===== src/rtl/miu_pkg.sv =====
// package: register map, reset values and carrier types of the interrupt unit
package miu_pkg;

    // =====================================================
    // register indices (byte address = 4 * index)
    // =====================================================
    localparam logic [23:0] IDX_FLAGS = 24'h004300;
    localparam logic [23:0] IDX_ENABLE = 24'h004302;
    localparam logic [23:0] IDX_CONTROL = 24'h004304;
    localparam logic [23:0] IDX_LEVEL0 = 24'h004306;
    localparam logic [23:0] IDX_VECTOR_BASE = 24'hffff80;
    localparam logic [23:0] LEVEL_REG_SPAN = 24'h000010;

    // =====================================================
    // field positions
    // =====================================================
    localparam int CTL_ENABLE_BIT = 0;
    localparam int CTL_WDT_RESET_BIT = 1;
    localparam int LEVEL_LO_POS = 0;
    localparam int LEVEL_HI_POS = 8;
    localparam logic [15:0] PULSE_SOURCE_MASK = 16'hff00;
    localparam logic [15:0] CONTROL_MASK = 16'h0003;

    // =====================================================
    // reset values and fixed numbers
    // =====================================================
    localparam logic [15:0] FLAGS_RESET = 16'h0000;
    localparam logic [15:0] ENABLE_RESET = 16'h0000;
    localparam logic [15:0] CONTROL_RESET = 16'h0000;
    localparam logic [2:0] LEVEL_RESET = 3'h0;
    localparam logic [23:0] VECTOR_BASE = 24'h008000;
    localparam logic [4:0] VECTOR_FIRST = 5'h04;
    localparam int SYSTEMS = 16;
    localparam int LEVEL_W = 3;

    // =====================================================
    // carrier toward the core
    // =====================================================
    typedef struct packed {
        logic req;
        logic [2:0] level;
        logic [4:0] vector;
    } miu_core_req_s;

    localparam miu_core_req_s CORE_REQ_RESET = '{req: 1'b0, level: 3'h0, vector: 5'h00};

endpackage : miu_pkg


===== src/rtl/miu_top.sv =====
// maskable interrupt unit: flags, enables, levels, arbitration toward the core
//
// Design decision made here: the Wishbone register port.
module miu_top (
    // clock and reset
    input wire logic core_clk_i,
    input wire logic reset_i,
    // wishbone slave
    input wire logic wb_cyc_i,
    input wire logic wb_stb_i,
    input wire logic wb_we_i,
    input wire logic [25:0] wb_adr_i,
    input wire logic [3:0] wb_sel_i,
    input wire logic [31:0] wb_dat_i,
    output logic wb_ack_o,
    output logic [31:0] wb_dat_o,
    // peripheral side
    input wire logic [15:0] periph_req_i,
    input wire logic wdt_overflow_i,
    // core side
    output miu_pkg::miu_core_req_s core_req_o,
    output logic nmi_o,
    output logic wdt_reset_o
);

    // =====================================================
    // helpers
    // =====================================================
    function automatic logic hits(input logic [23:0] word, input logic [23:0] idx);
        hits = (word == idx);
    endfunction : hits

    // byte lanes 0 and 1 carry the 16-bit registers
    function automatic logic [15:0] merge16(input logic [15:0] old, input logic [15:0] data,
                                           input logic [3:0] sel);
        merge16 = old;
        if (sel[0])
        begin
            merge16[7:0] = data[7:0];
        end
        if (sel[1])
        begin
            merge16[15:8] = data[15:8];
        end
    endfunction : merge16

    // =====================================================
    // state
    // =====================================================
    logic [15:0] flags;
    logic [15:0] enables;
    logic [15:0] control;
    logic [2:0] levels [miu_pkg::SYSTEMS];
    logic ack;
    logic [31:0] rdata;
    miu_pkg::miu_core_req_s core_req;
    logic nmi;
    logic wdt_rst;

    logic [15:0] next_flags;
    logic [15:0] next_enables;
    logic [15:0] next_control;
    logic [2:0] next_levels [miu_pkg::SYSTEMS];
    logic next_ack;
    logic [31:0] next_rdata;
    miu_pkg::miu_core_req_s next_core_req;
    logic next_nmi;
    logic next_wdt_rst;

    logic [23:0] word;
    logic [23:0] lvl_off;
    logic lvl_hit;
    logic [2:0] lvl_reg;
    logic wr;
    logic [15:0] lane_mask;
    logic [15:0] clear_mask;

    assign word = wb_adr_i[25:2];
    assign lvl_off = word - miu_pkg::IDX_LEVEL0;
    // odd offsets inside the level span stay unmapped
    assign lvl_hit = (lvl_off < miu_pkg::LEVEL_REG_SPAN) && !lvl_off[0];
    assign lvl_reg = lvl_off[3:1];
    // writes land on the edge where the master sees ack
    assign wr = wb_cyc_i && wb_stb_i && wb_we_i && ack;
    assign lane_mask = {{8{wb_sel_i[1]}}, {8{wb_sel_i[0]}}};

    // =====================================================
    // bus and registers
    // =====================================================
    always_comb
    begin
        // ack drops after one cycle even if the strobe stays up
        next_ack = wb_cyc_i && wb_stb_i && !ack;
        next_enables = enables;
        next_control = control;
        for (int i = 0; i < miu_pkg::SYSTEMS; i++)
        begin
            next_levels[i] = levels[i];
        end
        clear_mask = (wr && hits(word, miu_pkg::IDX_FLAGS)) ?
                     (wb_dat_i[15:0] & lane_mask & miu_pkg::PULSE_SOURCE_MASK) : 16'h0000;
        if (wr)
        begin
            if (hits(word, miu_pkg::IDX_ENABLE))
            begin
                next_enables = merge16(enables, wb_dat_i[15:0], wb_sel_i);
            end
            if (hits(word, miu_pkg::IDX_CONTROL))
            begin
                next_control = merge16(control, wb_dat_i[15:0], wb_sel_i) & miu_pkg::CONTROL_MASK;
            end
            if (lvl_hit && wb_sel_i[0])
            begin
                next_levels[{lvl_reg, 1'b0}] = wb_dat_i[miu_pkg::LEVEL_LO_POS +: miu_pkg::LEVEL_W];
            end
            if (lvl_hit && wb_sel_i[1])
            begin
                next_levels[{lvl_reg, 1'b1}] = wb_dat_i[miu_pkg::LEVEL_HI_POS +: miu_pkg::LEVEL_W];
            end
        end
        // unmapped addresses read zero
        next_rdata = 32'h0000_0000;
        if (hits(word, miu_pkg::IDX_FLAGS))
        begin
            next_rdata = {16'h0000, flags};
        end
        else if (hits(word, miu_pkg::IDX_ENABLE))
        begin
            next_rdata = {16'h0000, enables};
        end
        else if (hits(word, miu_pkg::IDX_CONTROL))
        begin
            next_rdata = {16'h0000, control};
        end
        else if (hits(word, miu_pkg::IDX_VECTOR_BASE))
        begin
            // entries at base plus four times the vector
            next_rdata = {8'h00, miu_pkg::VECTOR_BASE};
        end
        else if (lvl_hit)
        begin
            next_rdata = {16'h0000, 5'h00, levels[{lvl_reg, 1'b1}], 5'h00, levels[{lvl_reg, 1'b0}]};
        end
    end

    // =====================================================
    // flags
    // =====================================================
    // no synchroniser: requests come from logic on this clock
    always_comb
    begin
        for (int i = 0; i < miu_pkg::SYSTEMS; i++)
        begin
            if (miu_pkg::PULSE_SOURCE_MASK[i])
            begin
                next_flags[i] = flags[i] ? (!clear_mask[i] || periph_req_i[i]) : periph_req_i[i];
            end
            else
            begin
                next_flags[i] = periph_req_i[i];
            end
        end
    end

    // =====================================================
    // arbitration toward the core
    // =====================================================
    logic found;
    logic [2:0] best_level;
    logic [3:0] best_idx;

    always_comb
    begin
        found = 1'b0;
        best_level = 3'h0;
        best_idx = 4'h0;
        // strict compare in ascending order keeps lowest vector on ties
        for (int i = 0; i < miu_pkg::SYSTEMS; i++)
        begin
            if (flags[i] && enables[i] && (!found || levels[i] > best_level))
            begin
                found = 1'b1;
                best_level = levels[i];
                best_idx = 4'(i);
            end
        end
        // level and vector follow the winner even while the unit is off
        // request, level and vector together
        // re-evaluated every cycle, loser stays pending
        next_core_req.req = found && control[miu_pkg::CTL_ENABLE_BIT];
        next_core_req.level = found ? best_level : 3'h0;
        next_core_req.vector = found ? (miu_pkg::VECTOR_FIRST + {1'b0, best_idx}) : 5'h00;
        // one route per overflow, the other output stays quiet
        // watchdog routed by software
        next_wdt_rst = wdt_overflow_i && control[miu_pkg::CTL_WDT_RESET_BIT];
        next_nmi = wdt_overflow_i && !control[miu_pkg::CTL_WDT_RESET_BIT];
    end

    // =====================================================
    // registers
    // =====================================================
    // all zero at reset
    always_ff @(posedge core_clk_i or posedge reset_i)
    begin
        if (reset_i)
        begin
            enables <= miu_pkg::ENABLE_RESET;
            control <= miu_pkg::CONTROL_RESET;
            for (int i = 0; i < miu_pkg::SYSTEMS; i++)
            begin
                levels[i] <= miu_pkg::LEVEL_RESET;
            end
            ack <= 1'b0;
            rdata <= 32'h0000_0000;
        end
        else
        begin
            enables <= next_enables;
            control <= next_control;
            for (int i = 0; i < miu_pkg::SYSTEMS; i++)
            begin
                levels[i] <= next_levels[i];
            end
            ack <= next_ack;
            rdata <= next_rdata;
        end
    end

    // flags move on peripheral events, and pulse flags also clear on bus writes to the flag register
    always_ff @(posedge core_clk_i or posedge reset_i)
    begin
        if (reset_i)
        begin
            flags <= miu_pkg::FLAGS_RESET;
        end
        else
        begin
            flags <= next_flags;
        end
    end

    // registered so the core never sees arbitration glitches
    always_ff @(posedge core_clk_i or posedge reset_i)
    begin
        if (reset_i)
        begin
            core_req <= miu_pkg::CORE_REQ_RESET;
            nmi <= 1'b0;
            wdt_rst <= 1'b0;
        end
        else
        begin
            core_req <= next_core_req;
            nmi <= next_nmi;
            wdt_rst <= next_wdt_rst;
        end
    end

    assign wb_ack_o = ack;
    assign wb_dat_o = rdata;
    assign core_req_o = core_req;
    assign nmi_o = nmi;
    assign wdt_reset_o = wdt_rst;

endmodule : miu_top


===== config.mk =====
export PLATFORM = sky130hd
export DESIGN_NAME = miu_top
export DESIGN_NICKNAME = d
export VERILOG_FILES = /design/src/rtl/miu_pkg.sv /design/src/rtl/miu_top.sv
export SDC_FILE = /design/constraint.sdc
export NUM_CORES = 1
export LEC_CHECK = 0
export ABC_AREA = 0
export BUFFER_PORTS_ARGS = -buffer_cell sky130_fd_sc_hd__buf_2
export CAP_MARGIN = 20
export CORE_UTILIZATION = 60
export CTS_BUF_LIST = sky130_fd_sc_hd__clkbuf_4
export DETAILED_ROUTE_END_ITERATION = 6
export PLACE_DENSITY_LB_ADDON = 0.25
export SYNTH_ARGS = -nofsm -noshare
export SYNTH_HDL_FRONTEND = slang
export SYNTH_SLANG_ARGS = --single-unit

===== constraint.sdc =====
create_clock -name core_clk_i -period 33.9 [get_ports core_clk_i]
set_input_delay 1.695 -clock core_clk_i [delete_from_list [all_inputs] [get_ports core_clk_i]]
set_output_delay 1.695 -clock core_clk_i [all_outputs]
set_load 0.01 [all_outputs]

# Yosys cells after proc, flatten, opt, wreduce, memory -nomap -nowiden
# Index checks and enable logic that the tools add are counted.
# totals
mem_bits_ro	0
register_bits	126
memories	0
out_inout_bits	44
ramBits	0
latchBits	0
# op_classes
mul	0
shift	0
div_mod_pow	0
mux	78
n_bitwise	3
n_reduce_logical	96
order_cmp	20
add_sub_neg	2
n_eq_ne	4
# ops
operator	n
48-bit 2-to-1 mux	3
48-bit bitwise mux	2
16-bit 2-to-1 mux	5
24-bit by 15-bit equality test with 1-bit output, second input constant	3
3-bit 2-to-1 mux	23
4-bit 2-to-1 mux	14
3-bit > comparator	15
1-bit logical AND	44
1-bit zero test	26
1-bit 2-to-1 mux	25
3-bit binary-select mux with 4-bit select	2
3-bit demux with 4-bit select	2
24-bit equality test, second input constant	1
24-bit by 5-bit less-than comparator with 1-bit output, second input constant	1
24-bit by 15-bit subtractor with 24-bit output, second input constant	1
1-bit logical OR	23
16-bit bitwise AND	1
11-bit 2-to-1 mux	1
5-bit >= comparator, second input constant	2
5-bit by 1-bit less-than comparator with 1-bit output, second input constant	2
4-bit inverter with 5-bit output	2
3-bit AND reduction	3
3-bit by 4-bit adder with 5-bit output, first input constant	1
5-bit 2-to-1 mux	1

# Longest topological paths before layout
# depth
word_depth	64
depth_mapped	123
depth_no_buf	122

# Least setup slack after synthesis
# Ideal clock, no wire load.
# synth_path
kind	register to register
startpoint	register enables[0]
endpoint	register core_req, in the netlist core_req_o[3]
stages_incl_launch_ff	111
t_arrival_ps	20650
setup_slack_ps	13131
setup_time_ps	119
t_required_ps	33781
path_buffers	1
cell_sequence	dfrtp_1 and2_1 nand2_1 ha_1 and3_1 a21oi_1 nor2_1 nor3b_1 a21oi_1 ha_1 and3_1 a211oi_1 or2_2 o31ai_1 ha_1 nand3_1 o21ai_0 o31ai_2 [... 75 more ...] a21oi_1 ha_1 nor2b_1 o21a_1 o21ai_0 a21oi_1 inv_1 nor2_1 or2_1 ha_1 a21o_1 a21oi_1 a31oi_1 nor2_1 nor2_1 a2111o_1 ha_1 and2_1
# synth_rtl
item	line_no	rtl
start: declaration	miu_top.sv:51	logic [15:0] enables;
start signal: assignment	miu_top.sv:207	enables <= miu_pkg::ENABLE_RESET;
start signal: assignment	miu_top.sv:218	enables <= next_enables;
end signal: assignment	miu_top.sv:247	core_req <= miu_pkg::CORE_REQ_RESET;
end signal: assignment	miu_top.sv:253	core_req <= next_core_req;
end: declaration	miu_top.sv:56	miu_pkg::miu_core_req_s core_req;

==> metrics.md <==
| Metric | Value |
|---|---|
| Mux cell area share after synthesis | 0.130 |
| Area share of the largest cell type after synthesis | 0.376 |
| Post-synthesis cell type count | 78 |
| DP Wirelength | 15000 microns |
| Total track usage | 0.323 |
| Slew Limit Fails | 0 |
| Core area | 11700 sq um |
| Worst-margin pin slew | 1050 ps |
| Setup repair bufs after CTS | 0 |
| Synth Area in Simple Gates | 0.177 |
| Antenna diodes | 0 |
| CTS sink cnt | 110 |
| Via count | 6270 |
| Pre-Repair DR Iteration Count | 6 |
| DIE WIDTH | 112 microns |
| Mapped Cells | 751 |
| Min Tclk post-route | 24910 ps |
| Final Cycle Share | 0.735 |
| RSZ-0062 raised after global routing | no |
| Top FF cell, synth | dfrtp_1 |
| DR vias/cell | 6.40 |
| Fmax | 0.0401 GHz |
| Data required time at the worst endpoint | 34310 ps |
| Number of antenna violations at the first check in global routing | 0 |
| R2R Setup Slk | 8990 ps |
| Main area contributors after synthesis | dfrtp_1 (38%), mux2_2 (9.8%), ha_1 (6.8%) |
| Leak Pwr | 0.00379 uW |
| I/O pin count | 128 |
| #FFs+latches synth | 110 |
| Fillers | 939 |
| Mapped Avg Cell Area | 9.75 sq um |
| Number of global-route vias before repair | 6044 |
| CTS Hold Buffers Added | 0 |
| GPL Wtd Cong | 0.921 |
| Slowest CP cell | o31ai_2 |
| Worst-path clk slew | 180 ps |
| Initial Util | 0.628 |
| Slew HR | 0.301 |
| Number of H-tree levels | 3 |
| Synth Area in Compound Gates | 0.188 |
| First-pass GRT wire length | 31400 microns |
| Warnings, synthesis | 0 |
| Die ar. | 12600 sq um |
| Clock tree from TritonCTS | built |
| CP max stage delay | 840 ps |
| DR WL/cell | 19.6 microns |
| Post-CTS sizing | 0 |
| Die span in y | 112 microns |
| Sequential element share of the synthesized area | 0.376 |
| Number of setup violations in the final report | 0 |
| Nets | 956 |
| Final clock skew | 20.9 ps |
| Area leader, netlist | dfrtp_1 |
| Initial drt markers | 436 |
| Clock root buffer | clkbuf_4 |
| Synth top cells by count | dfrtp_1 (110), nand2_1 (76), mux2_2 (64), ha_1 (40), inv_1 (39) |
| Final worst setup slack | 8990 ps |
| Asr flop ratio synth | 1.00 |
| Clock Latency Late Sink | 500 ps |
| DRC errors left | 0 |
| ANT nets after route | 0 |
| CP Capture Type | flip-flop |
| CTS buffer count | 9 |
| Status | complete, no violations |
| CP Max Fanout | 13 |
| Peak supply drop | 0.0253 mV |
| Synth Cell Area | 7320 sq um |
| Data arrival, critical path | 25320 ps |
| Max-cap violation count | 0 |
| Post-Route WL | 19200 microns |
| Min-delay worst type | flip-flop to flip-flop |
| Pin count of the biggest net entering global routing | 71 |
| Total grt overflow | 0 |
| Synth Area in XOR/XNOR | 0.00718 |
| Post-Synth Adder-Cell Area | 0.0711 |
| Rows | 39 |
| Final hold vios | 0 |
| PortBufs | 91 |
| Top-count cell post-synth | dfrtp_1 |
| Critical setup path kind | flip-flop to flip-flop |
| CP Launch Type | flip-flop |
| Area grow syn2layout | 8.70% |
| Setup TNS | 0 ps |
| Pwr dens | 27.5 nW/um^2 |
| EDFF count, synth | 0 |
| Setup WS pre-CTS | 9430 ps |
| Clk buf depth | 2 |
| Share of layout cells above drive strength 1 | 0.256 |
| Main combinational cell family by area after synthesis | compound AO/OA/AOI/OAI gates |
## routing by layer
metal	track usage	vias up	share of wire	routed length [microns]
met3	0.0605	42	0.065	1240
met4	0.124	0	0.037	702
met5	0	-	0	0
li1	-	2934	-	-
met2	0.542	254	0.48	9270
met1	0.418	3040	0.42	7980
## kinds of logic (layout without fill, tap and decap cells)
kind of cell             Yosys count  count (layout)
AND/OR/NAND/NOR                  240             240
adder cells (fa/ha/maj)           42              42
XOR/XNOR                           6               6
AO/OA/AOI/OAI                    195             195
multiplexers                      79              79
other                              1              16
flip-flops                       110             110
buffers and inverters             78             149
## state kept, by name, summed over array words and instances (netlist names)
signal,flops
levels,48
enables,16
flags,16
wb_dat_o,16
core_req_o,9
control,2
nmi_o,1
wb_ack_o,1
wdt_reset_o,1
## layout by cell type (no fill, tap or decap), types with 9 or more instances in the layout
| cell type | count |
|---|---|
| nor4_2 | 9 |
| and2_1 | 11 |
| nor2b_1 | 13 |
| clkbuf_4 | 9 |
| nor2_1 | 35 |
| nand2_1 | 76 |
| buf_2 | 91 |
| dfrtp_1 | 110 |
| a31oi_1 | 10 |
| a22o_1 | 13 |
| a21o_1 | 16 |
| o21ai_0 | 34 |
| nand3_1 | 23 |
| inv_1 | 38 |
| conb_1 | 16 |
| or4_1 | 10 |
| ha_1 | 40 |
| mux2_2 | 64 |
| a21oi_1 | 38 |
| nor3_1 | 11 |
## worst paths after layout
path                                   startpoint  cells past startpoint                      end
min                            wb_ack_o$_DFF_PP0_                      1       wb_ack_o$_DFF_PP0_
max reg2reg                enables[0]$_DFFE_PP0P_                    108  core_req_o[3]$_DFF_PP0_
max                        enables[0]$_DFFE_PP0P_                    108  core_req_o[3]$_DFF_PP0_
max in group asynchronous                 reset_i                      3   levels[36]$_DFFE_PP0P_
min in group asynchronous                 reset_i                      2   wb_dat_o[15]$_DFF_PP0_
min reg2reg                    wb_ack_o$_DFF_PP0_                      1       wb_ack_o$_DFF_PP0_
## per-stage QoR
step | area, sq um | hold slack (ps) | cells | utilization | power (uW)
after floorplan | 7380 | 434 | 766 | - | 148
after global placement | 7820 | 429 | 964 | 0.670 | 154
after detailed placement | 7820 | 437 | 964 | 0.670 | 155
after CTS | 7960 | 459 | 980 | 0.682 | 220
after global routing | 7960 | 513 | 980 | 0.682 | 227
final | 7960 | 456 | 980 | 0.682 | 219
## cell type report
type                            count  area (sq um)  area share
Tap cell                          143           179      0.0225
Sequential cell                   110          2750       0.346
Timing Repair Buffer               94           478      0.0601
Inverter                           39           149      0.0187
Multi-Input combinational cell    578          4260       0.535
Clock buffer                        9          67.6     0.00849
Clock inverter                      7          73.8     0.00928
## report_power, final
part           leakage, uW  total [uW]  internal [uW]  switching [uW]
combinational      0.00229        20.1           6.65            13.4
clock            0.0000781        66.5           17.7            48.8
sequential         0.00142         132            132           0.521
total              0.00379         219            156            62.8
## worst max-delay path, delay by kind of cell, from the launching register on
kind	cells	cell delay, ps
buf+inv	4	430
flops	1	480
mux	5	1780
compound gates	51	11890
simple gates	30	5180
fa+ha+maj	18	5040
(Power assumes the default switching activity.)
